==> config.mk <==
export PLATFORM = sky130hd
export DESIGN_NAME = overcurrent_pwm_cutoff
export DESIGN_NICKNAME = d
export VERILOG_FILES = /design/src/hdl/ocp_pkg.sv /design/src/hdl/glitch_filter.sv /design/src/hdl/overcurrent_pwm_cutoff.sv
export SDC_FILE = /design/constraint.sdc
export NUM_CORES = 1
export LEC_CHECK = 0
export BUFFER_PORTS_ARGS = -buffer_cell sky130_fd_sc_hd__buf_2
export CELL_PAD_IN_SITES_DETAIL_PLACEMENT = 0
export CELL_PAD_IN_SITES_GLOBAL_PLACEMENT = 1
export CORE_AREA = 3 3 87 89
export CTS_BUF_LIST = sky130_fd_sc_hd__clkbuf_8
export DETAILED_ROUTE_END_ITERATION = 10
export DIE_AREA = 0 0 90 92
export GPL_TIMING_DRIVEN = 0
export PLACE_DENSITY = 0.81
export SYNTH_ARGS = -nofsm -noshare
export SYNTH_HDL_FRONTEND = slang
export SYNTH_HIERARCHICAL = 1
export SYNTH_SLANG_ARGS = --single-unit
==> constraint.sdc <==
create_clock -name i_clk -period 2.7 [get_ports i_clk]
set_input_delay 0.27 -clock i_clk [delete_from_list [all_inputs] [get_ports i_clk]]
set_output_delay 0.27 -clock i_clk [all_outputs]
set_load 0.01 [all_outputs]
==> src/hdl/ocp_pkg.sv <==
package ocp_pkg;
    // Widths
    localparam int SENSE_W       = 10;
    localparam int PWM_CNT_W     = 16;
    // Reference levels in millivolts and sense full scale
    localparam int REF_1V5_MV    = 1500;
    localparam int REF_2V0_MV    = 2000;
    localparam int REF_2V5_MV    = 2500;
    localparam int FULL_SCALE_MV = 3300;
    // Threshold select encodings
    localparam logic [1:0] SEL_1V5 = 2'h0;
    localparam logic [1:0] SEL_2V0 = 2'h1;
    localparam logic [1:0] SEL_2V5 = 2'h2;
    // Filter delay steps in ns, four settings
    localparam int FILT0_NS      = 100;
    localparam int FILT1_NS      = 300;
    localparam int FILT2_NS      = 600;
    localparam int FILT3_NS      = 1000;
    localparam int CLK_MHZ       = 50;
    localparam int FILT0_CYC     = (FILT0_NS * CLK_MHZ + 999) / 1000;
    localparam int FILT1_CYC     = (FILT1_NS * CLK_MHZ + 999) / 1000;
    localparam int FILT2_CYC     = (FILT2_NS * CLK_MHZ + 999) / 1000;
    localparam int FILT3_CYC     = (FILT3_NS * CLK_MHZ + 999) / 1000;
    // Reset values
    localparam logic [2:0] LOW_SIDE_RST  = 3'h0;
    localparam logic [2:0] HIGH_SIDE_RST = 3'h0;

    // Comparator configuration bundle
    typedef struct packed {
        logic       comparator_on_bit;
        logic       comparator_filter_bit;
        logic [1:0] filter_delay_sel;
        logic [1:0] threshold_select_field;
    } comparator_control_two_s;

    // Timer event control configuration bundle
    typedef struct packed {
        logic fault_enable;
        logic fault_irq_enable;
        logic clear_ext_enable;
        logic clear_int_enable;
        logic clear_irq_enable;
    } timer_event_control_s;

    // Interrupt vector codes
    typedef enum logic [1:0] {
        VEC_NONE  = 2'b00,
        VEC_FAULT = 2'b01,
        VEC_CLEAR = 2'b10
    } irq_vec_e;
endpackage

==> src/hdl/glitch_filter.sv <==
`timescale 1ns/1ps
// Holds the output until the input has been stable for the chosen delay
module glitch_filter #(
    parameter int CNT_W = 8
) (
    // Clock and reset
    input  wire logic             i_clk,
    input  wire logic             i_sys_rst,
    // Data
    input  wire logic             i_raw,
    input  wire logic [CNT_W-1:0] i_delay,
    output      logic             o_filtered
);
    logic [CNT_W-1:0] stable_cnt_r;

    // Elaboration check: a one-bit count cannot hold any delay
    if (CNT_W < 2)
    begin : g_bad_cnt_w
        $error("glitch_filter: CNT_W too small");
    end

    // Count disagreement; any agreement restarts the count
    always_ff @(posedge i_clk)
    begin
        if (i_sys_rst)
        begin
            stable_cnt_r <= '0;
            o_filtered   <= 1'b0;
        end
        else if (i_raw == o_filtered)
            stable_cnt_r <= '0;
        else if (stable_cnt_r + CNT_W'(1) >= i_delay)
        begin
            stable_cnt_r <= '0;
            o_filtered   <= i_raw;
        end
        else
            stable_cnt_r <= stable_cnt_r + CNT_W'(1);
    end
endmodule

==> src/hdl/overcurrent_pwm_cutoff.sv <==
`timescale 1ns/1ps
module overcurrent_pwm_cutoff #(
    parameter int SENSE_W = ocp_pkg::SENSE_W,
    parameter int CNT_W   = ocp_pkg::PWM_CNT_W
) (
    // Clock and reset
    input  wire logic                                   i_clk,
    input  wire logic                                   i_sys_rst,
    // Current sense, digitised, full scale = 3.3 V
    input  wire logic [SENSE_W-1:0]                     i_sense_input_channel,
    // Comparator configuration
    input  wire ocp_pkg::comparator_control_two_s       i_cmp_ctl,
    // PWM timer configuration
    input  wire logic                                   i_pwm_enable,
    input  wire logic [CNT_W-1:0]                       i_pwm_period,
    input  wire logic [CNT_W-1:0]                       i_pwm_duty,
    input  wire logic [2:0]                             i_phase_select,
    // Firmware low-side outputs
    input  wire logic [2:0]                             i_low_side_gpio,
    // Timer event control
    input  wire ocp_pkg::timer_event_control_s          i_tec_ctl,
    input  wire logic                                   i_ext_clear,
    input  wire logic                                   i_flag_clear_fault,
    input  wire logic                                   i_flag_clear_clear,
    // Gate drive
    output      logic [2:0]                             o_high_side_gate,
    output      logic [2:0]                             o_low_side_gate,
    // Status
    output      logic                                   o_comparator_output,
    output      logic                                   o_fault_input_one,
    output      logic                                   o_fault_flag,
    output      logic                                   o_clear_flag,
    output      logic                                   o_irq,
    output      ocp_pkg::irq_vec_e                      o_irq_vec
);
    localparam logic [SENSE_W-1:0] REF_1V5 = SENSE_W'(
        (ocp_pkg::REF_1V5_MV * (2 ** SENSE_W)) / ocp_pkg::FULL_SCALE_MV);
    localparam logic [SENSE_W-1:0] REF_2V0 = SENSE_W'(
        (ocp_pkg::REF_2V0_MV * (2 ** SENSE_W)) / ocp_pkg::FULL_SCALE_MV);
    localparam logic [SENSE_W-1:0] REF_2V5 = SENSE_W'(
        (ocp_pkg::REF_2V5_MV * (2 ** SENSE_W)) / ocp_pkg::FULL_SCALE_MV);
    localparam int FILT_W = 8;

    // Elaboration checks on widths the logic cannot serve
    if (SENSE_W < 4 || SENSE_W > 16)
    begin : g_bad_sense_w
        $error("overcurrent_pwm_cutoff: SENSE_W out of range");
    end
    if (CNT_W < 4)
    begin : g_bad_cnt_w
        $error("overcurrent_pwm_cutoff: CNT_W too small");
    end
    if (ocp_pkg::FILT3_CYC >= 2 ** FILT_W)
    begin : g_bad_filt_w
        $error("overcurrent_pwm_cutoff: filter count too wide");
    end

    logic [SENSE_W-1:0] reference_level;
    logic               raw_compare;
    logic [FILT_W-1:0]  filter_delay;
    logic               filtered_compare;
    logic               comparator_output_r;
    logic               fault_live;
    logic [CNT_W-1:0]   pwm_cnt_r;
    logic               pwm_on_r;
    logic               timer_clear;
    logic               int_clear_evt;
    logic               ext_clear_evt;
    logic               fault_rise;
    logic               fault_prev_r;
    logic               fault_flag_r;
    logic               clear_flag_r;

    // Threshold from the reference select field; spare code keeps 2.5 V
    always_comb
    begin
        unique case (i_cmp_ctl.threshold_select_field)
            ocp_pkg::SEL_1V5: reference_level = REF_1V5;
            ocp_pkg::SEL_2V0: reference_level = REF_2V0;
            default:          reference_level = REF_2V5;
        endcase
    end

    // Sense on plus side, reference on minus side; off means low
    assign raw_compare = i_cmp_ctl.comparator_on_bit
        && (i_sense_input_channel > reference_level);

    // Four filter delays, converted to clock cycles
    always_comb
    begin
        unique case (i_cmp_ctl.filter_delay_sel)
            2'h0:    filter_delay = FILT_W'(ocp_pkg::FILT0_CYC);
            2'h1:    filter_delay = FILT_W'(ocp_pkg::FILT1_CYC);
            2'h2:    filter_delay = FILT_W'(ocp_pkg::FILT2_CYC);
            default: filter_delay = FILT_W'(ocp_pkg::FILT3_CYC);
        endcase
    end

    glitch_filter #(
        .CNT_W      (FILT_W)
    ) u_filter (
        .i_clk      (i_clk),
        .i_sys_rst  (i_sys_rst),
        .i_raw      (raw_compare),
        .i_delay    (filter_delay),
        .o_filtered (filtered_compare)
    );

    // Registered comparator output, so the status port is a flop
    always_ff @(posedge i_clk)
    begin
        if (i_sys_rst)
            comparator_output_r <= 1'b0;
        else if (i_cmp_ctl.comparator_filter_bit)
            comparator_output_r <= filtered_compare;
        else
            comparator_output_r <= raw_compare;
    end

    assign o_comparator_output = comparator_output_r;
    // Comparator output is the fault input one of the event control
    assign o_fault_input_one = comparator_output_r;
    assign fault_live = comparator_output_r && i_tec_ctl.fault_enable;

    // Internal clear at period end, external clear when enabled; with the
    // internal clear off the counter runs through its full width
    assign int_clear_evt = i_tec_ctl.clear_int_enable
        && (pwm_cnt_r >= i_pwm_period);
    assign ext_clear_evt = i_tec_ctl.clear_ext_enable
        && i_ext_clear;
    assign timer_clear   = int_clear_evt || ext_clear_evt;

    // High-side timer instance: edge-aligned counter
    always_ff @(posedge i_clk)
    begin
        if (i_sys_rst || !i_pwm_enable)
            pwm_cnt_r <= '0;
        else if (timer_clear)
            pwm_cnt_r <= '0;
        else
            pwm_cnt_r <= pwm_cnt_r + CNT_W'(1);
    end

    // Compare output of the timer, before fault gating
    always_ff @(posedge i_clk)
    begin
        if (i_sys_rst || !i_pwm_enable)
            pwm_on_r <= 1'b0;
        else
            pwm_on_r <= (pwm_cnt_r < i_pwm_duty);
    end

    // Gating is combinational so the fault wins in its own cycle; the
    // counter keeps running, so PWM resumes phase-aligned by itself
    always_comb
    begin
        o_high_side_gate = 3'h0;
        if (pwm_on_r && !fault_live)
            o_high_side_gate = i_phase_select;
    end

    // Low side from firmware pins only, not the timer
    always_ff @(posedge i_clk)
    begin
        if (i_sys_rst)
            o_low_side_gate <= ocp_pkg::LOW_SIDE_RST;
        else
            o_low_side_gate <= i_low_side_gpio;
    end

    // Previous fault level for rising edge detection
    always_ff @(posedge i_clk)
    begin
        if (i_sys_rst)
            fault_prev_r <= 1'b0;
        else
            fault_prev_r <= fault_live;
    end

    // Only a fresh fault raises the flag, not one that persists
    assign fault_rise = fault_live && !fault_prev_r;

    // Sticky fault flag; a new event wins over a clear
    always_ff @(posedge i_clk)
    begin
        if (i_sys_rst)
            fault_flag_r <= 1'b0;
        else if (fault_rise)
            fault_flag_r <= 1'b1;
        else if (i_flag_clear_fault)
            fault_flag_r <= 1'b0;
    end

    // Sticky clear-event flag; a new event wins over a clear
    always_ff @(posedge i_clk)
    begin
        if (i_sys_rst)
            clear_flag_r <= 1'b0;
        else if (ext_clear_evt)
            clear_flag_r <= 1'b1;
        else if (i_flag_clear_clear)
            clear_flag_r <= 1'b0;
    end

    assign o_fault_flag = fault_flag_r;
    assign o_clear_flag = clear_flag_r;

    // Vector gives fault priority over clear
    always_comb
    begin
        if (fault_flag_r && i_tec_ctl.fault_irq_enable)
            o_irq_vec = ocp_pkg::VEC_FAULT;
        else if (clear_flag_r && i_tec_ctl.clear_irq_enable)
            o_irq_vec = ocp_pkg::VEC_CLEAR;
        else
            o_irq_vec = ocp_pkg::VEC_NONE;
    end

    assign o_irq = (o_irq_vec != ocp_pkg::VEC_NONE);
endmodule

==> impl_metrics.env, run 1 <==
export IMPL_tns_ps=0
export IMPL_clk_pin_slew_ps=70
export IMPL_rows=30
export IMPL_cts_made_buffers=5
export IMPL_synthToLayoutAreaGrowth_pct=22.1
export IMPL_syn_inst=319
export IMPL_synth_async_reset_ratio_pct=0
export IMPL_dieArea_mm2=0.00828
export IMPL_finalHoldViolCount=0
export IMPL_wl_per_cell_um=10.9
export IMPL_placed_cells=493
export IMPL_rsz0062_at_grt="false"
export IMPL_critPathRequiredTime_ps=2920
export IMPL_setup_viol=0
export IMPL_pin_count=78
export IMPL_dr_pass1_iters=4
export IMPL_h_tree_depth=2
export IMPL_synth_cell_area_mm2=0.00268
export IMPL_cp_start_kind="flip-flop"
export IMPL_grt_pass1_vias=2114
export IMPL_ys_seq_elements=33
export IMPL_fin_skew_ps=11.6
export IMPL_synth_edff_count=0
export IMPL_synth_area_mux_share_pct=0.373
export IMPL_synthSimpleGateAreaFrac_pct=21.9
export IMPL_synth_top_family_by_area="adder cells"
export IMPL_clkLatencyLatePin_ps=290
export IMPL_ant_nets=0
export IMPL_cts_num_sinks=33
export IMPL_setup_worst_path_end_class="flip-flop"
export IMPL_tightest_slew_ps=630
export IMPL_die_height_um=92
export IMPL_leakage_nw=1.79
export IMPL_routabilityCongestion=0.800
export IMPL_core_area_mm2=0.00683
export IMPL_grt_max_degree=11
export IMPL_cts_hold_buf=0
export IMPL_die_x_um=90
export IMPL_slew_violations=0
export IMPL_fin_crit_ps=2280
export IMPL_synth_area_leader_cell="ha_1"
export IMPL_ys_flop_type="dfxtp_1"
export IMPL_antenna_found_initial=0
export IMPL_max_slew_margin_pct=56.9
export IMPL_ys_seq_area_share_pct=24.6
export IMPL_synthAdderAreaFrac_pct=26.1
export IMPL_yosysMostFrequentCell="ha_1"
export IMPL_syn_avg_cell_area_um2=8.41
export IMPL_ys_top_cells_by_area="ha_1 (26%), dfxtp_1 (25%), inv_1 (7.0%)"
export IMPL_dp_hpwl_um=4560
export IMPL_cts_setup_buffers=0
export IMPL_min_period_over_period_pct=84.6
export IMPL_ys_types=39
export IMPL_overflow=0
export IMPL_power_w=0.00106
export IMPL_grt_pass1_wl_um=9160
export IMPL_pre_cts_slack_ps=209
export IMPL_final_layout_size_suffix_gt1_share_pct=24.2
export IMPL_yosys_warnings=6
export IMPL_run_status="finished, final reports clean"
export IMPL_synth_xor_area_share_pct=6.86
export IMPL_hold_path_class="input pin to flip-flop"
export IMPL_max_vdd_ir_drop_mv=0.134
export IMPL_diodes=0
export IMPL_final_util_pct=47.9
export IMPL_final_setup_worst_slack_ps=416
export IMPL_port_buffers=77
export IMPL_finalWirelength_um=5440
export IMPL_synth_compound_area_share_pct=11.7
export IMPL_nets=525
export IMPL_path_class="flip-flop to flip-flop"
export IMPL_cts_root_buffer="clkbuf_8"
export IMPL_vias_per_cell=4.57
export IMPL_synth_top_cell_area_share_pct=26.1
export IMPL_initial_core_util_pct=39.2
export IMPL_cts_resized=0
export IMPL_drc=0
export IMPL_max_freq_ghz=0.438
export IMPL_synth_common_cells="ha_1 (56), inv_1 (50), nor2_1 (35)"
export IMPL_cp_max_fo=10
export IMPL_maxCapViolations=0
export IMPL_powerDensity_mw_per_mm2=323
export IMPL_fill_cells=710
export IMPL_cts_tree="built"
export IMPL_drt_iter0_markers=57
export IMPL_worstPathArrival_ps=2500
export IMPL_max_clock_path_buffers=2
export IMPL_dr_total_vias=2288
export IMPL_grtUsageTotal_pct=13.2
export IMPL_instances_no_fill=501
==> worst max-delay path, cell delays in order, from the launching register on <==
cell     delay, ps
dfxtp_1        440
ha_1           290
a21oi_1        150
o21ai_0        110
or4_1          490
o32a_2         460
buf_6          170
nor2_1         110
==> sequential cells by signal, indices dropped and copies added (netlist names) <==
name                   flops
o_comparator_output        1
pwm_on_r                   1
o_low_side_gate            3
u_filter/o_filtered        1
o_clear_flag               1
u_filter/stable_cnt_r      8
pwm_cnt_r                 16
fault_prev_r               1
o_fault_flag               1
==> power breakdown <==
part           leakage, nW  switching (W)  total [W]  internal, W
sequential           0.268     0.00000859   0.000504     0.000496
clock               0.0491       0.000176   0.000350     0.000175
combinational         1.48      0.0000979   0.000204     0.000106
==> worst paths after layout <==
| kind | startpoint | endpoint | slack (ps) | cells past startpoint |
|---|---|---|---|---|
| setup / recovery | pwm_cnt_r[13] | pwm_cnt_r[14] | 420 | 7 |
| hold / removal | i_cmp_ctl[4] | o_comparator_output | 190 | 2 |
| setup reg to reg | pwm_cnt_r[13] | pwm_cnt_r[14] | 420 | 7 |
| hold reg to reg | o_clear_flag | o_clear_flag | 490 | 2 |
==> metrics by stage <==
| step | hold WS (ps) | instance area (um2) |
|---|---|---|
| 6_report | 190 | 3270 |
| 5_1_grt | 198 | 3270 |
| 4_1_cts | 181 | 3270 |
| 3_5_place_dp | 480 | 3190 |
| 3_3_place_gp | 468 | 3190 |
| 2_1_floorplan | 371 | 2690 |
==> metal layers <==
| metal | wire (um) | part of all wire [%] | track usage [%] |
|---|---|---|---|
| met1 | 2690 | 50 | 17.4 |
| met2 | 2400 | 44 | 21.3 |
| met3 | 312 | 5.7 | 3.94 |
| met4 | 34 | 0.63 | 3.06 |
| met5 | 0 | 0 | 0 |
==> placed cells by master, fill, tap and decap left out, drive strengths merged, types with 2 or more instances in the layout <==
cell type | netlist | layout
nor3b | 2 | 2
a21oi | 14 | 14
inv | 50 | 51
xor2 | 13 | 13
and3 | 7 | 7
nand2b | 7 | 7
and2b | 4 | 4
xnor2 | 8 | 8
o31ai | 2 | 2
conb | 1 | 2
nor2b | 7 | 7
o21ai | 5 | 5
nor2 | 35 | 35
nand3b | 2 | 2
a2111oi | 3 | 3
nor3 | 2 | 2
clkbuf | 1 | 6
buf | 3 | 80
nand4 | 12 | 12
ha | 56 | 56
a211oi | 4 | 4
or2 | 2 | 2
a21o | 6 | 6
dfxtp | 33 | 33
clkinv | 0 | 2
nand2 | 17 | 17
o21a | 4 | 4
nand3 | 11 | 11
==> cell families after synthesis <==
logic type | count (synthesis)
adders and majority gates | 56
AOI/OAI and AO/OA | 42
muxes | 1
buffers and inverters | 54
and+or+nand+nor | 111
xor gates and xnor gates | 21
DFF | 33
other | 1
==> area by class of cell <==
class	instances	area (um2)	area share (%)
Buffer	4	33.8	1.03
Clock buffer	5	68.8	2.10
Inverter	50	188	5.73
Clock inverter	3	13.8	0.420
Tap cell	96	120	3.67
Sequential cell	33	661	20.2
Multi-Input combinational cell	233	1800	55.1
Timing Repair Buffer	77	385	11.8
No activity file was read; power rests on OpenSTA's default activity.
==> inputs of run 2 (changes only) <==
Settings changed: CORE_AREA 3 3 87 89 to 3 3 91 93, DIE_AREA 0 0 90 92 to 0 0 94 96, PLACE_DENSITY 0.81 to 0.78.
Clock period 2.7 ns to 2 ns, I/O delays scaled along.
==> impl_metrics.env, run 2 (synthesis gave the netlist of run 1 again) <==
export IMPL_run_status="finished with violations"
export IMPL_violations="setup timing"
export IMPL_r2r_end="pwm_cnt_r[15]"
export IMPL_drt_iter0_markers=25
export IMPL_leakage_nw=1.89
export IMPL_port_buffers=77
export IMPL_initial_core_util_pct=35.2
export IMPL_placed_cells=499
export IMPL_cts_made_buffers=5
export IMPL_finalWirelength_um=5980
export IMPL_finalHoldViolCount=0
export IMPL_fin_skew_ps=5.61
export IMPL_top_regs="pwm_cnt_r x16, u_filter/stable_cnt_r x8, o_low_side_gate x3"
export IMPL_cp_max_fo=5
export IMPL_max_vdd_ir_drop_mv=0.284
export IMPL_setup_worst_path_end_class="flip-flop"
export IMPL_synthToLayoutAreaGrowth_pct=38.6
export IMPL_vias_per_cell=4.65
export IMPL_fin_crit_ps=2010
export IMPL_final_setup_worst_slack_ps=-5.03
export IMPL_use_met1_pct=14.8
export IMPL_final_util_pct=48.9
export IMPL_die_x_um=94
export IMPL_largest_reg_flops=16
export IMPL_min_delay_start="i_cmp_ctl[4]"
export IMPL_setup_viol=4
export IMPL_dr_total_vias=2418
export IMPL_pre_cts_slack_ps=-389
export IMPL_tns_ps=-12.3
export IMPL_path_class="flip-flop to flip-flop"
export IMPL_grt_pass1_vias=2292
export IMPL_final_cell_mix="buf_2 (75), inv_1 (49), ha_1 (49)"
export IMPL_power_w=0.00158
export IMPL_final_common_cell="buf_2"
export IMPL_pin_count=78
export IMPL_final_layout_size_suffix_gt1_share_pct=40.4
export IMPL_wl_per_cell_um=11.5
export IMPL_ant_nets=0
export IMPL_rr_worst_depth=7
export IMPL_met2_usage_pct=25.5
export IMPL_die_height_um=96
export IMPL_critPathRequiredTime_ps=2220
export IMPL_max_clock_path_buffers=2
export IMPL_whs_endpoint="o_comparator_output"
export IMPL_cts_root_buffer="clkbuf_8"
export IMPL_switching_share_pct=26.2
export IMPL_top_register="pwm_cnt_r"
export IMPL_cts_tree="built"
export IMPL_cts_num_sinks=33
export IMPL_grtUsageTotal_pct=13.5
export IMPL_ff2ff_setup_slack_ps=-5
export IMPL_dieArea_mm2=0.00902
export IMPL_clk_pin_slew_ps=70
export IMPL_slew_violations=0
export IMPL_cp_startpoint="pwm_cnt_r[13]"
export IMPL_overflow=0
export IMPL_dp_hpwl_um=4820
export IMPL_p_clk_share_pct=34.8
export IMPL_power_frac_seq_pct=42.9
export IMPL_clkLatencyLatePin_ps=290
export IMPL_powerDensity_mw_per_mm2=426
export IMPL_rows=32
export IMPL_busiest_layer="met2"
export IMPL_min_path_cells=2
export IMPL_h_tree_depth=2
export IMPL_p_comb_share_pct=22.3
export IMPL_maxCapViolations=0
export IMPL_grt_util_met3_pct=2.81
export IMPL_min_period_over_period_pct=100
export IMPL_hold_path_class="input pin to flip-flop"
export IMPL_switchingPower_w=0.000415
export IMPL_grt_pass1_wl_um=9660
export IMPL_timing_rr_start="pwm_cnt_r[13]"
export IMPL_worstPathArrival_ps=2230
export IMPL_antenna_found_initial=0
export IMPL_dr_pass1_iters=2
export IMPL_instances_no_fill=520
export IMPL_grt_max_degree=11
export IMPL_routabilityCongestion=0.769
export IMPL_rsz0062_at_grt="true"
export IMPL_intPower_w=0.00117
export IMPL_max_freq_ghz=0.499
export IMPL_core_area_mm2=0.00761
export IMPL_drc=0
export IMPL_diodes=0
export IMPL_cp_start_kind="flip-flop"
export IMPL_nets=538
## run 2: final cells by class
cell class	instances	area, um2
fillers	776	3890
multi-input cells	233	2060
flip-flops and latches	33	684
repair buffers	90	514
inverters	50	188
well taps	102	128
clock buffers	7	96.3
plain buffers	4	37.5
clock inverters	1	5.00
## run 2: worst max-delay path by stage
| stage | cells past startpoint | slack (ps) | end |
|---|---|---|---|
| CTS | 7 | -60 | pwm_cnt_r[14] |
| floorplan | 7 | 0.8 | pwm_cnt_r[10] |
| global route | 9 | -110 | u_filter/stable_cnt_r[2] |
| global placement | 7 | -390 | pwm_cnt_r[1] |
| detailed placement | 7 | -390 | pwm_cnt_r[1] |
| finish | 7 | -5 | pwm_cnt_r[15] |
## run 2: stage by stage
step | cell area, um2 | hold WS [ps]
after floorplan | 2730 | 302
after global placement | 3240 | 410
after detailed placement | 3240 | 415
after CTS | 3580 | 103
after global routing | 3720 | 108
final | 3720 | 115
## run 2: what timing repair did
item                       CTS  global route
gates resized for setup     35            42
buffers inserted            12             1
hold buffers                 0             0
pin swaps                   24            23
setup endpoints to repair   25            25
cloned                       1             0
## run 2: power by group through the flow
| stage | Sequential, W | Combinational (W) | Clock, W |
|---|---|---|---|
| global route | 0.000682 | 0.000398 | 0.000597 |
| floorplan | 0.000695 | 0.000177 | 0 |
| global placement | 0.000697 | 0.000283 | 0 |
| CTS | 0.000681 | 0.000336 | 0.000575 |
| finish | 0.000680 | 0.000353 | 0.000551 |
| detailed placement | 0.000697 | 0.000289 | 0 |
## run 2: metal layers
| layer | up-vias | routed length (um) |
|---|---|---|
| met5 | - | 0 |
| met4 | 0 | 60 |
| met3 | 6 | 269 |
| met2 | 45 | 3150 |
| met1 | 1101 | 2490 |
| li1 | 1266 | - |
## run 2: worst max-delay path, cell delays in order (launching register included)
cell     delay [ps]
dfxtp_4         360
ha_4            250
a21oi_4         140
o21ai_2          70
or4_1           480
o32a_4          410
buf_8           160
nor2_2           70
==> inputs of run 3 (changes only) <==
Settings changed: CORE_AREA 3 3 91 93 to 3 3 92 94, CTS_BUF_LIST sky130_fd_sc_hd__clkbuf_8 to default, DIE_AREA 0 0 94 96 to 0 0 95 97, PLACE_DENSITY 0.78 to 0.76.
==> impl_metrics.env, run 3 (synthesis gave the netlist of run 1 again) <==
export IMPL_run_status="finished with violations"
export IMPL_violations="setup timing"
export IMPL_instances_no_fill=519
export IMPL_cts_num_sinks=33
export IMPL_critPathRequiredTime_ps=2170
export IMPL_initial_core_util_pct=34.7
export IMPL_timing_rr_start="u_filter/stable_cnt_r[0]"
export IMPL_whs_endpoint="o_comparator_output"
export IMPL_dr_total_vias=2387
export IMPL_path_class="flip-flop to flip-flop"
export IMPL_wl_per_cell_um=11.5
export IMPL_clk_pin_slew_ps=60
export IMPL_final_cell_mix="buf_2 (77), inv_1 (50), ha_1 (50)"
export IMPL_grt_max_degree=11
export IMPL_grt_pass1_vias=2314
export IMPL_setup_viol=8
export IMPL_fin_skew_ps=4.13
export IMPL_finalWirelength_um=5970
export IMPL_nets=537
export IMPL_cts_root_buffer="clkbuf_8"
export IMPL_max_freq_ghz=0.480
export IMPL_rows=32
export IMPL_final_setup_worst_slack_ps=-81.5
export IMPL_grtUsageTotal_pct=13.2
export IMPL_largest_reg_flops=16
export IMPL_pre_cts_slack_ps=-345
export IMPL_r2r_end="u_filter/stable_cnt_r[2]"
export IMPL_final_layout_size_suffix_gt1_share_pct=37.6
export IMPL_cts_made_buffers=5
export IMPL_cp_max_fo=5
export IMPL_fill_cells=734
export IMPL_drc=0
export IMPL_worstPathArrival_ps=2260
export IMPL_finalHoldViolCount=0
export IMPL_clkLatencyLatePin_ps=280
export IMPL_dieArea_mm2=0.00922
export IMPL_powerDensity_mw_per_mm2=424
export IMPL_tns_ps=-494
export IMPL_cp_start_kind="flip-flop"
export IMPL_min_period_over_period_pct=104
export IMPL_diodes=0
export IMPL_fin_crit_ps=2080
export IMPL_die_x_um=95
export IMPL_placed_cells=499
export IMPL_dp_hpwl_um=4850
export IMPL_min_delay_start="i_cmp_ctl[4]"
export IMPL_routabilityCongestion=0.778
export IMPL_rr_worst_depth=9
export IMPL_synthToLayoutAreaGrowth_pct=37.1
export IMPL_port_buffers=77
export IMPL_antenna_found_initial=0
export IMPL_top_register="pwm_cnt_r"
export IMPL_core_area_mm2=0.00773
export IMPL_h_tree_depth=2
export IMPL_ant_nets=0
export IMPL_dr_pass1_iters=4
export IMPL_pin_count=78
export IMPL_top_regs="pwm_cnt_r x16, u_filter/stable_cnt_r x8, o_low_side_gate x3"
export IMPL_maxCapViolations=0
export IMPL_vias_per_cell=4.60
export IMPL_max_vdd_ir_drop_mv=0.214
export IMPL_die_height_um=97
export IMPL_cts_tree="built"
export IMPL_leakage_nw=1.88
export IMPL_overflow=0
export IMPL_setup_worst_path_end_class="flip-flop"
export IMPL_max_clock_path_buffers=2
export IMPL_hold_path_class="input pin to flip-flop"
export IMPL_ff2ff_setup_slack_ps=-80
export IMPL_rsz0062_at_grt="true"
export IMPL_final_common_cell="buf_2"
export IMPL_grt_pass1_wl_um=9940
export IMPL_min_path_cells=2
export IMPL_drt_iter0_markers=26
export IMPL_slew_violations=0
[run 3: cell types whose count changed in the layout (fill, tap and decap cells not counted), moves of 2 or more]
| cell | before | now |
|---|---|---|
| dfxtp_2 | 10 | 6 |
| a211oi_1 | 1 | 3 |
| buf_6 | 8 | 6 |
| nor2_4 | 6 | 4 |
| nor2_2 | 11 | 7 |
| nor2_1 | 18 | 24 |
| buf_2 | 75 | 77 |
| a211oi_2 | 3 | 1 |
| dfxtp_4 | 3 | 6 |
[run 3: how the worst max path moves through the flow]
stage	startpoint	to	slack, ps	depth (start not counted)
after floorplan	pwm_cnt_r[13]	pwm_cnt_r[10]	0.8	7
after global placement	i_cmp_ctl[1]	u_filter/stable_cnt_r[4]	-320	13
after detailed placement	i_cmp_ctl[1]	u_filter/stable_cnt_r[7]	-340	13
after CTS	pwm_cnt_r[13]	pwm_cnt_r[10]	-40	7
after global routing	u_filter/stable_cnt_r[0]	u_filter/stable_cnt_r[2]	-190	9
final	u_filter/stable_cnt_r[0]	u_filter/stable_cnt_r[2]	-80	9
[run 3: critical path, stage by stage (launching register included)]
cell and delay [ps]:
dfxtp_4 360, ha_1 230, nand3_2 100, nor2_1 50, xor2_1 170, ha_1 300
nand4_1 220, o311ai_4 330, buf_6 180, nor2b_1 50
[run 3: metrics by stage]
step	utilization [%]	power, W	hold slack (ps)	cell area (um2)
finish	47.6	0.00156	120	3670
CTS	45.5	0.00157	109	3520
global placement	42.0	0.000981	410	3240
detailed placement	42.0	0.000988	413	3240
floorplan	-	0.000873	302	2730
global route	47.6	0.00166	113	3670
[run 3: power by group]
part           total (W)  internal (W)  switching [W]
clock           0.000546      0.000311       0.000235
sequential      0.000673      0.000663     0.00000937
combinational   0.000342      0.000178       0.000164
[run 3: metal layers]
metal	GRT usage, %	share of wire (%)	vias up
met3	2.95	4.6	7
li1	-	-	1269
met2	23.4	52	45
met4	3.00	0.85	0
met5	0	0	-
met1	15.8	43	1066
[run 3: timing repair]
| item | in CTS | in global routing |
|---|---|---|
| pin swaps | 28 | 13 |
| setup buffers | 6 | 5 |
| resized for setup | 35 | 31 |
| gates cloned | 1 | 0 |
| setup endpoints to repair | 25 | 25 |
| hold buffers | 0 | 0 |
[run 3: final cells by class]
cell class,count,area [um2],share of cell area (%)
well taps,102,128,3.47
clock buffers,7,96.3,2.62
multi-input cells,233,2040,55.6
clock inverters,1,5.00,0.136
flip-flops and latches,33,691,18.8
inverters,50,188,5.11
repair buffers,89,490,13.3
plain buffers,4,33.8,0.919
